`src/pkg/ccd_front_pkg.sv`:
```
/*
 * Constants, register map and helper functions for the sensor front-end readout block.
 * Assumes one 125 MHz master clock and a synchronous controller on the far side.
 */
// Behaviour
// - Each of two sampling captures has a fixed aperture, placed within the pixel in steps.
// - Polarity bit clear takes positive-going input, set takes negative-going input.
// - Offset DAC is sign plus four magnitude bits, 31 steps of 0.42 LSB.
// - Offset DAC acts before the pixel gain stage, so residue is multiplied by gain.
// - Per-pixel gain is one plus code over 256 times 1.95, code from correction bus.
// - Offset-add bit set adds two LSB after the pixel gain stage; clear adds nothing.
// - Each pixel yields an 8-bit result; active-low done output falls when it is ready.
// - Active-low read input drives the result bus only while low, released otherwise; here the enable follows read one clock late.
// - With read tied to done, controller drives coefficients only while done is high.
// - One pixel converts every eight master clocks, pacing strobes and coefficients.
package ccd_front_pkg;

	// ********************************************************
	// Timing
	// ********************************************************
	localparam int CLK_PERIOD_NS = 8;
	localparam int PIXEL_CYC = 8;
	localparam logic [2:0] PIXEL_LAST = 3'h7;
	localparam logic [2:0] GAIN_SAMPLE_PHASE = 3'h6;
	localparam logic [2:0] DONE_RISE_PHASE = 3'h3;
	localparam int APERTURE_NS = 50;
	localparam int APERTURE_CYC = APERTURE_NS / CLK_PERIOD_NS;
	localparam logic [2:0] APERTURE_LAST = 3'(APERTURE_CYC - 1);
	localparam int STEP_NS = 25;
	localparam int STEP_CYC = STEP_NS / CLK_PERIOD_NS;

	// ********************************************************
	// Register map and reset values
	// ********************************************************
	localparam logic [1:0] CONFIG_OFS = 2'h0;
	localparam logic [1:0] OFFSET_DAC_OFS = 2'h1;
	localparam logic [1:0] COARSE_GAIN_OFS = 2'h2;
	localparam logic [1:0] LAST_RESULT_OFS = 2'h3;
	localparam int POLARITY_BIT = 0;
	localparam int OFFSET_ADD_BIT = 1;
	localparam int REF_POS_LSB = 2;
	localparam int SIG_POS_LSB = 4;
	localparam int DAC_SIGN_BIT = 4;
	localparam logic [7:0] CONFIG_RESET = 8'h10;
	localparam logic [4:0] OFFSET_DAC_RESET = 5'h00;
	localparam logic [3:0] COARSE_GAIN_RESET = 4'h0;

	// ********************************************************
	// Arithmetic: levels in hundredths of a converter LSB, gain factors as Q8
	// ********************************************************
	localparam int CENTI_PER_LSB = 100;
	localparam int CENTI_PER_QUARTER = 25;
	localparam int DAC_STEP_CENTI = 42;
	localparam int OFFSET_ADD_CENTI = 200;
	localparam int PGA_SLOPE_Q8 = 499;
	localparam int UNITY_Q8 = 256;
	localparam int RESULT_MAX = 255;

	// Coarse gain 0 to 8.95 dB over sixteen codes, as a Q8 factor
	function automatic logic [9:0] coarse_gain_q8(input logic [3:0] code);
		logic [9:0] g;
		unique case (code)
			4'h0: g = 10'h100;
			4'h1: g = 10'h112;
			4'h2: g = 10'h126;
			4'h3: g = 10'h13b;
			4'h4: g = 10'h151;
			4'h5: g = 10'h169;
			4'h6: g = 10'h183;
			4'h7: g = 10'h19e;
			4'h8: g = 10'h1bc;
			4'h9: g = 10'h1db;
			4'ha: g = 10'h1fd;
			4'hb: g = 10'h221;
			4'hc: g = 10'h248;
			4'hd: g = 10'h271;
			4'he: g = 10'h29e;
			4'hf: g = 10'h2cd;
		endcase
		return g;
	endfunction : coarse_gain_q8

endpackage : ccd_front_pkg

```
`src/rtl/ccd_front_end.sv`:
```
/*
 * Digital side of a linear image-sensor front end: dual sampling, offset DAC,
 * coarse and per-pixel gain, offset add, 8-bit result with done strobe and read control.
 * Assumes the controller drives the correction bus and register port synchronously to mclk.
 */
// Local design decisions: the plain strobed port and the address map.
`timescale 1ns/1ps
module ccd_front_end #(
	parameter int SAMPLE_W = 12
) (
	input wire logic mclk,
	input wire logic rstn,
	input wire logic [SAMPLE_W-1:0] sensor_analog_in,
	input wire logic [7:0] gain_coef_bus,
	input wire logic result_read_n,
	output logic [7:0] result_out,
	output logic result_oe,
	output logic conv_done_n,
	input wire logic [1:0] reg_addr,
	input wire logic [7:0] reg_wdata,
	input wire logic reg_wr,
	input wire logic reg_rd,
	output logic [7:0] reg_rdata
);

	// ********************************************************
	// Configuration registers
	// ********************************************************
	logic [7:0] config_reg;
	logic [4:0] offset_dac;
	logic [3:0] coarse_gain;
	logic [2:0] phase;
	logic [7:0] pixel_gain;
	logic [SAMPLE_W+2:0] ref_held;
	logic [SAMPLE_W+2:0] sig_held;

	wire polarity_neg = config_reg[ccd_front_pkg::POLARITY_BIT];
	wire offset_add = config_reg[ccd_front_pkg::OFFSET_ADD_BIT];
	wire [1:0] ref_pos = config_reg[ccd_front_pkg::REF_POS_LSB +: 2];
	wire [1:0] sig_pos = config_reg[ccd_front_pkg::SIG_POS_LSB +: 2];

	// Offset DAC and coarse gain are written at configuration time only
	always_ff @(posedge mclk or negedge rstn) begin
		if (!rstn) begin
			config_reg <= ccd_front_pkg::CONFIG_RESET;
			offset_dac <= ccd_front_pkg::OFFSET_DAC_RESET;
			coarse_gain <= ccd_front_pkg::COARSE_GAIN_RESET;
		end else if (reg_wr) begin
			if (reg_addr == ccd_front_pkg::CONFIG_OFS) config_reg <= reg_wdata;
			if (reg_addr == ccd_front_pkg::OFFSET_DAC_OFS) offset_dac <= reg_wdata[4:0];
			if (reg_addr == ccd_front_pkg::COARSE_GAIN_OFS) coarse_gain <= reg_wdata[3:0];
		end
	end

	// Read decode; every address is mapped
	wire [7:0] next_rdata =
		(reg_addr == ccd_front_pkg::CONFIG_OFS) ? config_reg :
		(reg_addr == ccd_front_pkg::OFFSET_DAC_OFS) ? {3'h0, offset_dac} :
		(reg_addr == ccd_front_pkg::COARSE_GAIN_OFS) ? {4'h0, coarse_gain} :
		result_out;

	// Read data stand only in the cycle after the strobe
	always_ff @(posedge mclk or negedge rstn) begin
		if (!rstn) begin
			reg_rdata <= 8'h00;
		end else begin
			reg_rdata <= reg_rd ? next_rdata : 8'h00;
		end
	end

	// ********************************************************
	// Pixel timing and sampling
	// ********************************************************
	// Eight master clocks per pixel
	always_ff @(posedge mclk or negedge rstn) begin
		if (!rstn) begin
			phase <= 3'h0;
		end else begin
			phase <= phase + 3'h1;
		end
	end

	// Aperture start in coarse steps; the step is the 25 ns grain rounded to clocks
	wire [2:0] ref_start = 3'(int'(ref_pos) * ccd_front_pkg::STEP_CYC);
	wire [2:0] sig_start = 3'(int'(sig_pos) * ccd_front_pkg::STEP_CYC);

	aperture_capture #(.SAMPLE_W(SAMPLE_W)) ref_capture (
		.mclk(mclk),
		.rstn(rstn),
		.phase(phase),
		.start(ref_start),
		.sample(sensor_analog_in),
		.held(ref_held)
	);

	aperture_capture #(.SAMPLE_W(SAMPLE_W)) sig_capture (
		.mclk(mclk),
		.rstn(rstn),
		.phase(phase),
		.start(sig_start),
		.sample(sensor_analog_in),
		.held(sig_held)
	);

	// Coefficient taken late in the pixel, while the done strobe is high
	always_ff @(posedge mclk or negedge rstn) begin
		if (!rstn) begin
			pixel_gain <= 8'h00;
		end else if (phase == ccd_front_pkg::GAIN_SAMPLE_PHASE) begin
			pixel_gain <= gain_coef_bus;
		end
	end

	// ********************************************************
	// Signal chain, in hundredths of an LSB
	// ********************************************************
	// Samples are quarter LSBs summed over the aperture; scale to an average
	wire signed [31:0] ref_centi =
		(32'(ref_held) * ccd_front_pkg::CENTI_PER_QUARTER) / ccd_front_pkg::APERTURE_CYC;
	wire signed [31:0] sig_centi =
		(32'(sig_held) * ccd_front_pkg::CENTI_PER_QUARTER) / ccd_front_pkg::APERTURE_CYC;
	// Negative-going sensors fall below the reference level
	wire signed [31:0] cds_diff = polarity_neg ? ref_centi - sig_centi : sig_centi - ref_centi;
	wire signed [31:0] coarse_q8 = 32'(ccd_front_pkg::coarse_gain_q8(coarse_gain));
	wire signed [31:0] coarse_out = (cds_diff * coarse_q8) >>> 8;
	wire signed [31:0] dac_mag = 32'(offset_dac[3:0]) * ccd_front_pkg::DAC_STEP_CENTI;
	wire signed [31:0] dac_centi = offset_dac[ccd_front_pkg::DAC_SIGN_BIT] ? -dac_mag : dac_mag;
	// DAC sits after coarse gain and ahead of the pixel gain stage, so its residue is scaled with the pixel
	wire signed [31:0] pre_gain = coarse_out + dac_centi;
	wire signed [31:0] pga_q8 = ccd_front_pkg::UNITY_Q8 +
		((32'(pixel_gain) * ccd_front_pkg::PGA_SLOPE_Q8) >>> 8);
	wire signed [31:0] post_gain = (pre_gain * pga_q8) >>> 8;
	wire signed [31:0] post_add = post_gain + (offset_add ? ccd_front_pkg::OFFSET_ADD_CENTI : 0);
	wire signed [31:0] rounded = (post_add + ccd_front_pkg::CENTI_PER_LSB / 2) /
		ccd_front_pkg::CENTI_PER_LSB;
	// Clip rather than wrap: dark values below zero read as code 0
	wire [7:0] next_result = (post_add < 0) ? 8'h00 :
		(rounded > ccd_front_pkg::RESULT_MAX) ? 8'hff : rounded[7:0];

	// ********************************************************
	// Result, done strobe and bus drive
	// ********************************************************
	// Result loads at pixel end; done falls with it and rises half a pixel later
	always_ff @(posedge mclk or negedge rstn) begin
		if (!rstn) begin
			result_out <= 8'h00;
			conv_done_n <= 1'b1;
		end else if (phase == ccd_front_pkg::PIXEL_LAST) begin
			result_out <= next_result;
			conv_done_n <= 1'b0;
		end else if (phase == ccd_front_pkg::DONE_RISE_PHASE) begin
			conv_done_n <= 1'b1;
		end
	end

	// Bus enable follows the read input one clock later, keeping the output registered
	always_ff @(posedge mclk or negedge rstn) begin
		if (!rstn) begin
			result_oe <= 1'b0;
		end else begin
			result_oe <= ~result_read_n;
		end
	end

endmodule : ccd_front_end

```
`src/rtl/aperture_capture.sv`:
```
/*
 * One sampling capture: sums the input over a fixed aperture starting at a chosen phase.
 * Assumes phase counts 0..7 per pixel and samples are synchronous to mclk.
 */
`timescale 1ns/1ps
module aperture_capture #(
	parameter int SAMPLE_W = 12
) (
	input wire logic mclk,
	input wire logic rstn,
	input wire logic [2:0] phase,
	input wire logic [2:0] start,
	input wire logic [SAMPLE_W-1:0] sample,
	output logic [SAMPLE_W+2:0] held
);

	// ********************************************************
	// Window decode
	// ********************************************************
	// Offset wraps modulo the pixel, so a window may straddle a pixel boundary
	wire [2:0] offset = phase - start;
	wire in_win = offset <= ccd_front_pkg::APERTURE_LAST;
	wire last = offset == ccd_front_pkg::APERTURE_LAST;
	wire [SAMPLE_W+2:0] wide = {3'h0, sample};
	logic [SAMPLE_W+2:0] acc;
	wire [SAMPLE_W+2:0] sum = (offset == 3'h0) ? wide : acc + wide;

	// Accumulate inside the aperture and hold the total until the next window ends
	always_ff @(posedge mclk or negedge rstn) begin
		if (!rstn) begin
			acc <= '0;
			held <= '0;
		end else if (in_win) begin
			acc <= sum;
			if (last) begin
				held <= sum;
			end
		end
	end

endmodule : aperture_capture

```
`config.mk`:
```
export PLATFORM = sky130hd
export DESIGN_NAME = ccd_front_end
export DESIGN_NICKNAME = d
export VERILOG_FILES = /design/src/pkg/ccd_front_pkg.sv /design/src/rtl/ccd_front_end.sv /design/src/rtl/aperture_capture.sv
export SDC_FILE = /design/constraint.sdc
export NUM_CORES = 2
export LEC_CHECK = 0
export BUFFER_PORTS_ARGS = -buffer_cell sky130_fd_sc_hd__buf_2
export CAP_MARGIN = 10
export CORE_MARGIN = 2
export CORE_UTILIZATION = 35
export CTS_CLUSTER_DIAMETER = 30
export DETAILED_ROUTE_END_ITERATION = 7
export HOLD_SLACK_MARGIN = 0.05
export SLEW_MARGIN = 20
export SYNTH_ARGS = -nofsm -noshare
export SYNTH_HDL_FRONTEND = slang
export SYNTH_SLANG_ARGS = --single-unit
export TNS_END_PERCENT = 50
```
`constraint.sdc`:
```
create_clock -name mclk -period 50.6 [get_ports mclk]
set_clock_uncertainty 0.05 [all_clocks]
set_input_delay 2.53 -clock mclk [delete_from_list [all_inputs] [get_ports mclk]]
set_output_delay 2.53 -clock mclk [all_outputs]
set_load 0.03 [all_outputs]
```
==> out/results.tsv <==
metric	value	unit
run status	finished, final reports clean	
Final GP Congestion	0.8765	
starting density of the core	0.3533	
WL final	94.85	mm
Synth Instances	4520	
routed wire length per instance	16.19	microns
first-pass GRT wire length	160.6	mm
initial detailed-routing violation count	2081	
fill cell instance count of the final layout	10830	
part of the Yosys area used for sequential elements	0.07251	
Slew Viols, Final	0	
Net count, final	5329	
number of instances resized during post-cts repair	0	
Highest Clock Rate	21.94	MHz
count of cell types in the netlist	128	
post-synthesis instance area	36610	sq um
library cell used as clock root buffer	clkbuf_16	
number of vias per cell	5.300	
number of hold buffers added after cts	0	
unrepaired setup endpoints after global routing	no	
# rows	118	
FFs w/ async S/R, synth	1.000	
Buffers on Ports	52	
total global routing overflow	0	
Setup Fix Bufs, Post-CTS	0	
Worst-path clk slew	80	ps
total number of yosys warnings	0	
period utilization	0.9009	
nature of the critical path startpoint	flop	
number of setup violations in the final report	0	
Slowest cell on crit path	a221oi_1	
slowest cell delay on critical path	760	ps
Synth Register Bits	106	
Die Span X	327.4	microns
critical path peak fanout	18	
Final HPWL DP	79.21	mm
top library cells by usage in the layout, fill and taps aside	inv_1, nand2_1, fa_1	
fraction of layout instances using a drive strength above 1	0.07393	
CP Data Arrival Time	45750	ps
crit path capture type	flop	
first-pass iteration count of the detailed router	8	
area overhead of the layout relative to synthesis	5.727	%
CTS sink cnt	106	
Max-Slew Margin vs Limit	0.3004	
number of enable flip-flop cells after synthesis	0	
most used flip-flop cell after synthesis	dfrtp_1	
initial antenna violation count	3	
vias	31050	
remaining antenna violation count after routing	0	
die boundary height	327.4	microns
H-tree depth	3	
cell repeated most along the worst path	inv_1	
clock tree from TritonCTS	built	
path class of the lowest-slack min-delay path	flop to flop	
number of failing hold endpoints at the final stage	0	
number of global-route vias before repair	31480	
number of clock buffers inserted by TritonCTS	9	
number of max-cap violations	0	
number of I/O pins	53	
most frequent standard cell in the layout excluding fill and tap cells	inv_1	
area of the core	103600	sq um
All-Layer GR Usage	0.1802	
worst-case clock buffer depth	2	
total negative setup slack	0	ps
worst-margin pin slew	1046	ps
data required time of the worst path	50760	ps
type of the worst setup path	flop to flop	
insertion delay to the later sink of the worst-skew pair	380	ps
DRC errors left	0	
pin count of the biggest net entering global routing	59	
time the worst path needs with I/O delays and setup	45580	ps
average footprint of a synthesized cell	8.100	sq um
number of nets in the synthesized netlist	5377	
die area	107200	sq um
[final timing paths]
path / startpoint / end / slack [ps] / cells past startpoint
setup reg to reg: ref_capture.held[2] / result_out[0] / 5020 / 166
max in group asynchronous: rstn / phase[2] / 47130 / 2
min in group asynchronous: rstn / sig_capture.acc[7] / 2130 / 1
hold reg to reg: phase[0] / phase[0] / 440 / 1
setup / recovery: ref_capture.held[2] / result_out[0] / 5020 / 166
hold / removal: phase[0] / phase[0] / 440 / 1
[synthesized netlist by cell type (9+ instances only)]
master,n,area (sq um)
inv_1,666,2500
or2_2,18,112.6
o211a_1,9,90.09
a211oi_1,27,202.7
o211ai_1,37,277.8
a31oi_1,40,250.2
or3_1,25,156.4
o21ai_0,173,865.8
o21bai_1,45,337.8
maj3_1,12,120.1
nand4_1,28,175.2
a21oi_1,229,1146
nor2b_1,33,206.5
a41oi_1,11,96.34
a21o_1,84,630.6
clkbuf_1,144,540.5
nor3_1,86,430.4
nor2_1,409,1535
and4_1,13,113.9
nor4_1,17,106.4
nand2_1,435,1633
buf_2,10,50.05
a21boi_0,9,67.56
mux2i_1,42,420.4
nand2b_1,47,294.0
o22ai_1,14,87.58
dfrtp_1,104,2603
o31ai_1,14,105.1
ha_1,399,4992
nand3_1,84,420.4
or2_1,9,56.30
xor2_1,86,753.2
mux2_2,90,1013
xnor2_1,215,1883
o21a_1,57,427.9
and3_1,24,150.1
fa_1,423,8468
o21ai_1,20,100.1
and2_1,71,444.2
a211o_1,9,78.83
[metal layers]
metal | global-route usage | up-vias | share of wire
li1 | - | 15090 | -
met1 | 0.2588 | 15080 | 0.49
met2 | 0.2892 | 781 | 0.44
met3 | 0.02283 | 96 | 0.056
met4 | 0.03710 | 0 | 0.018
met5 | 0 | - | 0
[per-stage QoR]
step	hold WS, ps	instance area (sq um)	utilization	cells	worst slack (ps)
after global placement	428.8	38400	0.3705	5841	6231
final	436.5	38710	0.3735	5858	5017
after global routing	475.1	38710	0.3735	5858	857.7
after floorplan	398.1	36610	-	4520	11020
after CTS	442.5	38680	0.3732	5857	4991
after detailed placement	429.8	38400	0.3705	5841	5094
[cells by family (layout without fill, tap and decap cells)]
kind of cell	after synthesis	count (layout)	synth area share
buffers and inverters	828	785	0.08523
adders and majority gates	835	835	0.3712
DFF	106	106	0.07251
xor gates and xnor gates	309	309	0.07607
other	0	1	0
AOI/OAI and AO/OA	942	942	0.1764
and+or+nand+nor	1360	1360	0.1753
muxes	140	140	0.04333
[final cells by class]
type / count / area, sq um / area share
Antenna cell: 1 / 2.502 / 0.00006464
Timing Repair Buffer: 100 / 623.1 / 0.01610
Clock buffer: 9 / 225.2 / 0.005818
Multi-Input combinational cell: 3586 / 30910 / 0.7984
Sequential cell: 106 / 2655 / 0.06859
Clock inverter: 7 / 58.81 / 0.001519
Tap cell: 1380 / 1727 / 0.04460
Inverter: 669 / 2511 / 0.06487
[critical path: cells and delay by family, from the launching register on]
kind | cells | cell delay [ps]
compound gates | 79 | 19770
fa+ha+maj | 25 | 9810
simple gates | 34 | 8650
xor+xnor | 7 | 3340
mux | 6 | 2240
buf+inv | 15 | 1020
flops | 1 | 490
Power is not shown: default switching activity piles up to over one toggle a cycle in this logic, so the estimate is an artifact.
